### src/mbl_pkg.sv
// Package for the bit-logic and call execution slice of the core.
// Assumes a single core clock and a decoder that presents one operation at a time.
package mbl_pkg;
    // ------------------------------------------------------------------
    // Widths
    // ------------------------------------------------------------------
    // Data path width.
    localparam int MBL_DATA_W = 8;
    // Program counter width.
    localparam int MBL_PC_W = 11;
    // File register address width.
    localparam int MBL_ADDR_W = 6;
    // Return stack pointer width.
    localparam int MBL_SP_W = 3;
    // Bits of the high page pointer that reach the counter.
    localparam int MBL_PAGE_W = 3;
    // ------------------------------------------------------------------
    // Operation codes
    // ------------------------------------------------------------------
    // Operation select presented by the decoder.
    localparam logic [2:0] MBL_OP_NONE = 3'h0;
    localparam logic [2:0] MBL_OP_ANDI = 3'h1;
    localparam logic [2:0] MBL_OP_SETB = 3'h2;
    localparam logic [2:0] MBL_OP_SKPC = 3'h3;
    localparam logic [2:0] MBL_OP_SKPS = 3'h4;
    localparam logic [2:0] MBL_OP_CALL = 3'h5;
    localparam logic [2:0] MBL_OP_CLEAR_ACC_OP = 3'h6;
    // ------------------------------------------------------------------
    // Reset values
    // ------------------------------------------------------------------
    // Accumulator after reset.
    localparam logic [7:0] MBL_ACC_RST = 8'h00;
    // Program counter after reset.
    localparam logic [10:0] MBL_PC_RST = 11'h000;
    // Stack pointer after reset.
    localparam logic [2:0] MBL_SP_RST = 3'h0;
    // Execution state machine.
    typedef enum logic [1:0]
    {
        MBL_ST_RUN = 2'h0,
        MBL_ST_FLUSH = 2'h1
    } mbl_state_t;
endpackage

### src/mbl_bitsel.sv
// Bit selector helpers: a one-hot mask and the tested bit of a byte.
// Assumes the bit number is already decoded from the instruction word.
module mbl_bitsel
    import mbl_pkg::*;
(
    // Operand byte and bit number.
    input wire logic [7:0] data,
    input wire logic [2:0] bit_num,
    // Results.
    output logic [7:0] mask,
    output logic bit_val
);
    // Mask with only the selected bit high.
    assign mask = 8'h01 << bit_num;
    // Selected bit of the operand.
    assign bit_val = data[bit_num];
endmodule

### src/mbl_exec.sv
// Execution slice for immediate AND, bit set, bit test and skip,
// indirect call and accumulator clear.
// Assumes the register file returns read data for the presented address
// combinationally and that the return stack writes on the push strobe.
//
// Functional notes
// - AND immediate into accumulator, Z only.
// - Set one register bit, flags untouched.
// - Skip next instruction when bit clear.
// - Skip next instruction when bit set.
// - Call pushes PC plus one, two cycles.
// - Call loads PC from page and accumulator.
// - Clear accumulator and set zero flag.
module mbl_exec
    import mbl_pkg::*;
(
    // Clock and reset.
    input wire logic REF_CLK,
    input wire logic SYS_RST,
    // Decoded instruction.
    input wire logic OP_VALID,
    input wire logic [2:0] OP_SEL,
    input wire logic [7:0] OP_IMM,
    input wire logic [5:0] OP_ADDR,
    input wire logic [2:0] OP_BIT,
    // Register file read data and page pointer.
    input wire logic [7:0] REG_RDATA,
    input wire logic [7:0] HIGH_PAGE_POINTER,
    // Register file write port.
    output logic REG_WE,
    output logic [5:0] REG_WADDR,
    output logic [7:0] REG_WDATA,
    // Core state.
    output logic [7:0] ACCUMULATOR,
    output logic ZERO_FLAG,
    output logic [10:0] PC,
    // Return stack push port.
    output logic STACK_PUSH,
    output logic [2:0] STACK_PTR,
    output logic [10:0] STACK_WDATA,
    // High while the fetched instruction is being squashed.
    output logic SQUASH
);
    // ------------------------------------------------------------------
    // Decode
    // ------------------------------------------------------------------
    // Execution state.
    mbl_state_t state;
    mbl_state_t next_state;
    // Mask and tested bit from the selector.
    logic [7:0] bit_mask;
    logic bit_val;
    // An operation is accepted only in the run state.
    wire take = OP_VALID && (state == MBL_ST_RUN);
    wire is_andi = take && (OP_SEL == MBL_OP_ANDI);
    wire is_setb = take && (OP_SEL == MBL_OP_SETB);
    wire is_skpc = take && (OP_SEL == MBL_OP_SKPC);
    wire is_skps = take && (OP_SEL == MBL_OP_SKPS);
    wire is_call = take && (OP_SEL == MBL_OP_CALL);
    wire is_clear_acc_op = take && (OP_SEL == MBL_OP_CLEAR_ACC_OP);
    wire do_skip = (is_skpc && !bit_val) || (is_skps && bit_val);
    wire [7:0] and_res = ACCUMULATOR & OP_IMM;
    // Call target from page and accumulator.
    wire [10:0] call_tgt = {HIGH_PAGE_POINTER[2:0], ACCUMULATOR};
    wire [10:0] ret_addr = PC + 11'h001;

    // Bit selector on the register read data.
    mbl_bitsel u_bitsel
    (
        .data(REG_RDATA),
        .bit_num(OP_BIT),
        .mask(bit_mask),
        .bit_val(bit_val)
    );

    // ------------------------------------------------------------------
    // State machine
    // ------------------------------------------------------------------
    // Calls and taken skips spend one extra cycle squashing.
    always_comb
    begin
        case (state)
            MBL_ST_RUN: next_state = (do_skip || is_call) ? MBL_ST_FLUSH : MBL_ST_RUN;
            MBL_ST_FLUSH: next_state = MBL_ST_RUN;
            default: next_state = MBL_ST_RUN;
        endcase
    end

    // State register.
    always_ff @(posedge REF_CLK or posedge SYS_RST)
    begin
        if (SYS_RST)
            state <= MBL_ST_RUN;
        else
            state <= next_state;
    end

    // ------------------------------------------------------------------
    // Accumulator and flag
    // ------------------------------------------------------------------
    // Accumulator and zero flag updates; other operations hold both.
    always_ff @(posedge REF_CLK or posedge SYS_RST)
    begin
        if (SYS_RST)
        begin
            ACCUMULATOR <= MBL_ACC_RST;
            ZERO_FLAG <= 1'b0;
        end
        else if (is_andi)
        begin
            ACCUMULATOR <= and_res;
            ZERO_FLAG <= (and_res == 8'h00);
        end
        else if (is_clear_acc_op)
        begin
            ACCUMULATOR <= 8'h00;
            ZERO_FLAG <= 1'b1;
        end
    end

    // ------------------------------------------------------------------
    // Register write
    // ------------------------------------------------------------------
    // Bit set writes back one cycle later.
    always_ff @(posedge REF_CLK or posedge SYS_RST)
    begin
        if (SYS_RST)
        begin
            REG_WE <= 1'b0;
            REG_WADDR <= 6'h00;
            REG_WDATA <= 8'h00;
        end
        else
        begin
            REG_WE <= is_setb;
            REG_WADDR <= OP_ADDR;
            REG_WDATA <= REG_RDATA | bit_mask;
        end
    end

    // ------------------------------------------------------------------
    // Program counter, stack and squash
    // ------------------------------------------------------------------
    // PC advances per accepted operation and per squash cycle; a call jumps.
    always_ff @(posedge REF_CLK or posedge SYS_RST)
    begin
        if (SYS_RST)
        begin
            PC <= MBL_PC_RST;
            STACK_PTR <= MBL_SP_RST;
            STACK_PUSH <= 1'b0;
            STACK_WDATA <= 11'h000;
            SQUASH <= 1'b0;
        end
        else
        begin
            STACK_PUSH <= is_call;
            SQUASH <= do_skip || is_call;
            if (is_call)
            begin
                PC <= call_tgt;
                STACK_WDATA <= ret_addr;
                STACK_PTR <= STACK_PTR + 3'h1;
            end
            else if (take || state == MBL_ST_FLUSH)
                PC <= ret_addr;
        end
    end

    // ------------------------------------------------------------------
    // Checks
    // ------------------------------------------------------------------
    and_imm_a: assert property (@(posedge REF_CLK) disable iff (SYS_RST)
        is_andi |=> (ACCUMULATOR == ($past(ACCUMULATOR) & $past(OP_IMM))) && !SQUASH)
        else $error("AND immediate result wrong.");
    set_bit_a: assert property (@(posedge REF_CLK) disable iff (SYS_RST)
        is_setb |=> REG_WE && REG_WDATA[$past(OP_BIT)] && $stable(ZERO_FLAG))
        else $error("Bit set write wrong.");
    skip_clear_a: assert property (@(posedge REF_CLK) disable iff (SYS_RST)
        (is_skpc && !bit_val) |=> SQUASH && state == MBL_ST_FLUSH ##1 state == MBL_ST_RUN)
        else $error("Clear skip not taken.");
    skip_set_a: assert property (@(posedge REF_CLK) disable iff (SYS_RST)
        is_skps |=> (SQUASH == $past(bit_val)))
        else $error("Set skip wrong.");
    call_push_a: assert property (@(posedge REF_CLK) disable iff (SYS_RST)
        is_call |=> STACK_PUSH && STACK_WDATA == $past(PC) + 11'h001 ##1 state == MBL_ST_RUN)
        else $error("Call push wrong.");
    call_target_a: assert property (@(posedge REF_CLK) disable iff (SYS_RST)
        is_call |=> PC == {$past(HIGH_PAGE_POINTER[2:0]), $past(ACCUMULATOR)})
        else $error("Call target wrong.");
    clear_acc_a: assert property (@(posedge REF_CLK) disable iff (SYS_RST)
        is_clear_acc_op |=> ACCUMULATOR == 8'h00 && ZERO_FLAG)
        else $error("Accumulator clear wrong.");
    stack_step_a: assert property (@(posedge REF_CLK) disable iff (SYS_RST)
        is_call |=> STACK_PTR == $past(STACK_PTR) + 3'h1)
        else $error("Stack pointer did not step.");
endmodule

### config.mk
export PLATFORM = sky130hd
export DESIGN_NAME = mbl_exec
export DESIGN_NICKNAME = d
export VERILOG_FILES = /design/src/mbl_pkg.sv /design/src/mbl_bitsel.sv /design/src/mbl_exec.sv
export SDC_FILE = /design/constraint.sdc
export NUM_CORES = 1
export LEC_CHECK = 0
export ABC_AREA = 0
export BUFFER_PORTS_ARGS = -buffer_cell sky130_fd_sc_hd__buf_2
export CORE_AREA = 4 4 98 63
export CTS_BUF_LIST = sky130_fd_sc_hd__clkbuf_8
export DETAILED_ROUTE_END_ITERATION = 7
export DIE_AREA = 0 0 102 67
export HOLD_SLACK_MARGIN = 0.1
export PLACE_DENSITY_LB_ADDON = 0.1
export SLEW_MARGIN = 20
export SYNTH_ARGS = -nofsm -noshare
export SYNTH_HDL_FRONTEND = slang
export SYNTH_SLANG_ARGS = --single-unit
### constraint.sdc
create_clock -name REF_CLK -period 1.8 [get_ports REF_CLK]
set_clock_uncertainty 0.2 [all_clocks]
set_input_delay 0.18 -clock REF_CLK [delete_from_list [all_inputs] [get_ports REF_CLK]]
set_output_delay 0.18 -clock REF_CLK [all_outputs]
set_load 0.03 [all_outputs]
* Word-level counts from Yosys, hierarchy flattened
Index checks and enable logic that the tools add are counted.
Storage, ports and cells: register bits after elaboration 53, input bits 39, word-level logic and storage cells 51, output and inout bits 51
Operators by class: multiplexer cells 10, $add $sub $neg 2, shift operators 1, bitwise operators 2, order comparisons 1, reductions and logical operators 17, eq/ne operators 7
Operators with widths (number):
- $mux 11 | 2
- $mux 8 | 2
- $add 11x1->11 const B | 1
- $eq 3x3->1 const B | 3
- $logic_and 1x1->1 | 9
- $and 8x8->8 | 1
- $logic_not 8->1 | 1
- $or 8x8->8 | 1
- $shl 1x3->8 const A | 1
- $eq 3x2->1 const B | 2
- $mux 1 | 5
- $lt 3x4->1 const B | 1
- $reduce_bool 2->1 | 2
- $add 3x1->3 const B | 1
- $bmux 1 s3 | 1
- $eq 3x1->1 const B | 1
- $logic_or 1x1->1 | 3
- $eq 2x1->1 const B | 1
- $logic_not 2->1 | 1
- $logic_not 1->1 | 1

* Logic depth before layout (Yosys ltp)
depth in word-level cells 8, mapped depth 7, gate-level depth less buffers 5

* By module
Synthesis repeated with hierarchy kept, for this count alone.
Unflattened totals: cells, all modules 232, area, all modules 2428.6 um^2
By module, submodules not included:
- mbl_exec | area each 2258.4 um^2, cells an instance 209, times used 1, sequential area each 1301.2 um^2
- mbl_bitsel | area each 170.2 um^2, cells an instance 23, times used 1, sequential area each 0.0 um^2

* Least setup slack after synthesis
No wires, ideal clock.
path type flip-flop to flip-flop, start register PC[0], end register PC[10], cell stages (with the launch flop) 6, path buffers 0, data required time 1476 ps, setup slack -207 ps, clock period less this slack 2007 ps, setup time 124 ps, data arrival time 1683 ps, cells stage by stage dfrtp_1 > ha_1 > nand2_1 > nor4b_4 > o21ai_0 > a211o_1
Between the ends: word-level cells in the longest chain between the ends 3
Ends and longest elaborated chain:
- from (decl) | line mbl_exec.sv:36 | output logic [10:0] PC,
- from (signal assigned) | line mbl_exec.sv:161 | PC <= call_tgt;
- from (signal assigned) | line mbl_exec.sv:166 | PC <= ret_addr;
- $add 11x1->11 | line mbl_exec.sv:65 | wire [10:0] ret_addr = PC + 11'h001;
- $mux 11 | line mbl_exec.sv:165 | else if (take || state == MBL_ST_FLUSH)
- $mux 11 | line mbl_exec.sv:159 | if (is_call)
No other way between the ends. The select of a mux whose other input is x is not followed. A chain may end at the register's enable or synchronous reset.

* Worst setup path in the final report
start register PC[0], end register PC[9]
Same word-level chain as after synthesis.

==> summary.md <==
| Metric | Value |
|---|---|
| Outcome | completed |
| Max Slew Vio Count | 0 |
| Commonest cells after routing, fill and taps aside | buf_2 (84), dfrtp_1 (47), dlygate4sd3_1 (40), nand2_1 (31) |
| Critical-path cell list | and3_1 -> nand3_1 -> or4_1 -> o211ai_1 |
| Routed WL per cell | around 14 µm |
| Fill count | 456 |
| Core area | between 0.005 and 0.006 mm² |
| Pwr dens | 1170 mW/mm² |
| Antenna violations before repair | 0 |
| Routed Antenna Nets | 0 |
| WHS Endpoint | STACK_PUSH |
| DR vias/cell | between 4 and 5 |
| Post-layout instance area | ~0.0035 mm² |
| Syn_nets | 264 |
| RSZ-0062 raised after global routing | yes |
| DR DRC count | 0 |
| Worst Setup Start Kind | register |
| CP Data Required Time | between 1.5 and 2 ns |
| Critical path's largest stage delay | roughly 0.44 ns |
| WL met3 | between 400 and 500 µm |
| Deepest clock path buffer count | 2 |
| Post-synthesis cell type count | 46 |
| Synth warnings | 0 |
| Clk_lat worst skew | about 0.30 ns |
| Total vias in the final route | ~2200 |
| Pre-antenna DRT Iters | 4 |
| Worst hold stages | 4 |
| Tightest Pin Transition | approximately 0.36 ns |
| Port Buffers | 84 |
| EDFF count, synth | 0 |
| Post-Route WL | around 6100 µm |
| FF-to-FF path depth | 4 |
| Die ar. | about 0.0068 mm² |
| CP Capture Type | register |
| Clock root cell | clkbuf_8 |
| I/O pin total | 90 |
| Worst rel slew slack | about three quarters |
| Post-synth top flop | dfrtp_1 |
| Met2 WL | 2680 µm |
| Share of layout cells above drive strength 1 | approximately 35% |
| Std-Cell Rows | 21 |
| RR Endpoint | PC[9] |
| Hold_sp | OP_SEL[1] |
| Antenna Cells | 0 |
| Synthesized area | approximately 0.0024 mm² |
| Nets@finish | a little over 400 |
| H-tree depth | 2 |
| Largest net degree at the start of global routing | 27 |
| HPWL Detailed | around 4400 µm |
| Crit path kind | reg2reg |
| Routability cong. | between 0.8 and 0.9 |
| Worst Path Arrival | around 1.8 ns |
| CTS tree | done |
| Met1 Routed Length | 3050 µm |
| Num CTS Buffers | 5 |
| Fmax | between 500 and 600 MHz |
| CTS sink cnt | 52 |
| First-pass GRT wire length | around 10000 µm |
| Vias in the first global route | ~2100 |
| Sequential-to-total area share from yosys stat | between 50% and 60% |
| Initial Util | 44.5% |
| Die extent in x | roughly 100 µm |
| Commonest non-fill, non-tap cell in the layout | buf_2 |
| Grt ovf | 0 |
| Peak supply drop | 0.000383 V |
| Synth Register Bits | between 50 and 60 |
| Hold Path Class | in2reg |
| Maxcap violations | 0 |
| Fin util | 66.2% |
| Clk slew on worst S/H paths | around 0.09 ns |
| Highest routed layer | met4 |
| Lkg Pwr | 1.73 nW |
| Period utilization | between 90% and 100% |
| Reg-to-reg slack, setup | approximately 0.044 ns |
| Final Hold Viols | 0 |
| CP max-delay cell | dfrtp_2 |
| Synth Instances | about 220 |
| Final setup viols | 0 |
| Area growth from synthesis to layout | 48.8% |
| Die Y | between 60 and 70 µm |
| Ys async rst share | 100% |
| DR iter-0 viols | 130 |
| Post-route minimum period | between 1.5 and 2 ns |
| Worst r2r src | PC[0] |
| Placed Area | a little over 0.003 mm² |
| Syn avg cell area | 10.7 µm² |
| Total track usage | about a fifth |
| CP Max Fanout | 8 |
## cell type report
| cell class | instances | area [µm²] | area share, % |
|---|---|---|---|
| clock buffers | 5 | 68.8 | 1.94 |
| clock inverters | 3 | 46.3 | 1.30 |
| inverters | 8 | 30.0 | 0.846 |
| multi-input cells | 154 | 1020 | 28.9 |
| flip-flops and latches | 52 | 1310 | 36.8 |
| well taps | 69 | 86.3 | 2.43 |
| repair buffers | 142 | 985 | 27.8 |
## layer usage
layer | global-route usage (%) | vias to the layer above
li1 | - | 1068
met2 | 29.6 | 67
met3 | 4.60 | 2
met5 | 0 | -
met1 | 28.0 | 1014
met4 | 2.95 | 0
## what timing repair did
item | in CTS | in global routing
hold buffers | 40 | 0
setup endpoints to repair | 0 | 7
gates resized for setup | 0 | 3
hold endpoints to repair | 82 | 0
buffers inserted | 0 | 1
## worst max-delay path: cells and delay by family (launching register included)
family,cells,cell delay [ns]
AND/OR/NAND/NOR,3,0.93
flip-flops,1,0.44
AO/OA/AOI/OAI,1,0.10
## state kept, by name (all words and copies together), names as in the netlist
name / count
PC: 11
STACK_WDATA: 11
ACCUMULATOR: 8
REG_WDATA: 8
REG_WADDR: 6
STACK_PTR: 3
REG_WE: 1
SQUASH: 1
STACK_PUSH: 1
ZERO_FLAG: 1
state: 1
## how the worst max path moves through the flow
stage | to | slack, ns | startpoint | cells after the start
after floorplan | PC[10] | -0.004 | PC[4] | 4
after global placement | PC[9] | 0.09 | PC[0] | 4
after detailed placement | PC[10] | 0.06 | PC[0] | 5
after CTS | PC[5] | 0.04 | OP_SEL[0] | 6
after global routing | REG_WE | -0.01 | OP_VALID | 5
final | PC[9] | 0.04 | PC[0] | 4
## cells in the mapped netlist (2+ instances only)
| library cell | count | area [µm²] |
|---|---|---|
| xnor2_1 | 9 | 78.8 |
| nor2b_1 | 3 | 18.8 |
| a21o_1 | 4 | 30.0 |
| o21ai_0 | 15 | 75.1 |
| o21bai_1 | 4 | 30.0 |
| o22a_1 | 2 | 17.5 |
| nand2_1 | 32 | 120 |
| ha_1 | 2 | 25.0 |
| nor4b_1 | 4 | 35.0 |
| a22oi_1 | 6 | 45.0 |
| clkbuf_1 | 4 | 15.0 |
| a21oi_1 | 6 | 30.0 |
| mux2i_1 | 7 | 70.1 |
| xor2_1 | 2 | 17.5 |
| and3_1 | 4 | 25.0 |
| inv_1 | 7 | 26.3 |
| buf_2 | 3 | 15.0 |
| nor2_1 | 10 | 37.5 |
| nor3_1 | 3 | 15.0 |
| a21boi_0 | 8 | 60.1 |
| o2bb2ai_1 | 2 | 17.5 |
| a31oi_1 | 2 | 12.5 |
| mux2_2 | 3 | 33.8 |
| dfrtp_1 | 52 | 1300 |
| nand4_1 | 2 | 12.5 |
| nand3_1 | 7 | 35.0 |
## cells by family (layout without fill, tap and decap cells)
group           Yosys count  in the layout  synth area share, %
buf+inv                  17            158                 3.31
xor+xnor                 11             11                 4.04
flops                    52             52                 54.6
fa+ha+maj                 2              2                 1.05
simple gates             75             75                 16.9
mux                      10             10                 4.35
compound gates           56             56                 15.8
## metrics by stage
stage                     setup TNS, ns  power, mW  setup slack, ns  hold slack (ns)  cells
final                                 0       4.14           0.0444            0.124    433
after global routing            -0.0126       4.39          -0.0126            0.142    433
after CTS                             0       4.16           0.0412            0.125    432
after detailed placement              0       3.27           0.0647          -0.0232    384
after global placement                0       3.25           0.0894          -0.0310    384
after floorplan                -0.00439       2.70         -0.00439           0.0114    223
## where the power goes
part / switching (mW) / internal [mW]
clock network: 0.398 / 0.419
registers: 0.202 / 1.43
logic: 1.06 / 0.640
total: 1.66 / 2.49
(Power assumes the default switching activity.)
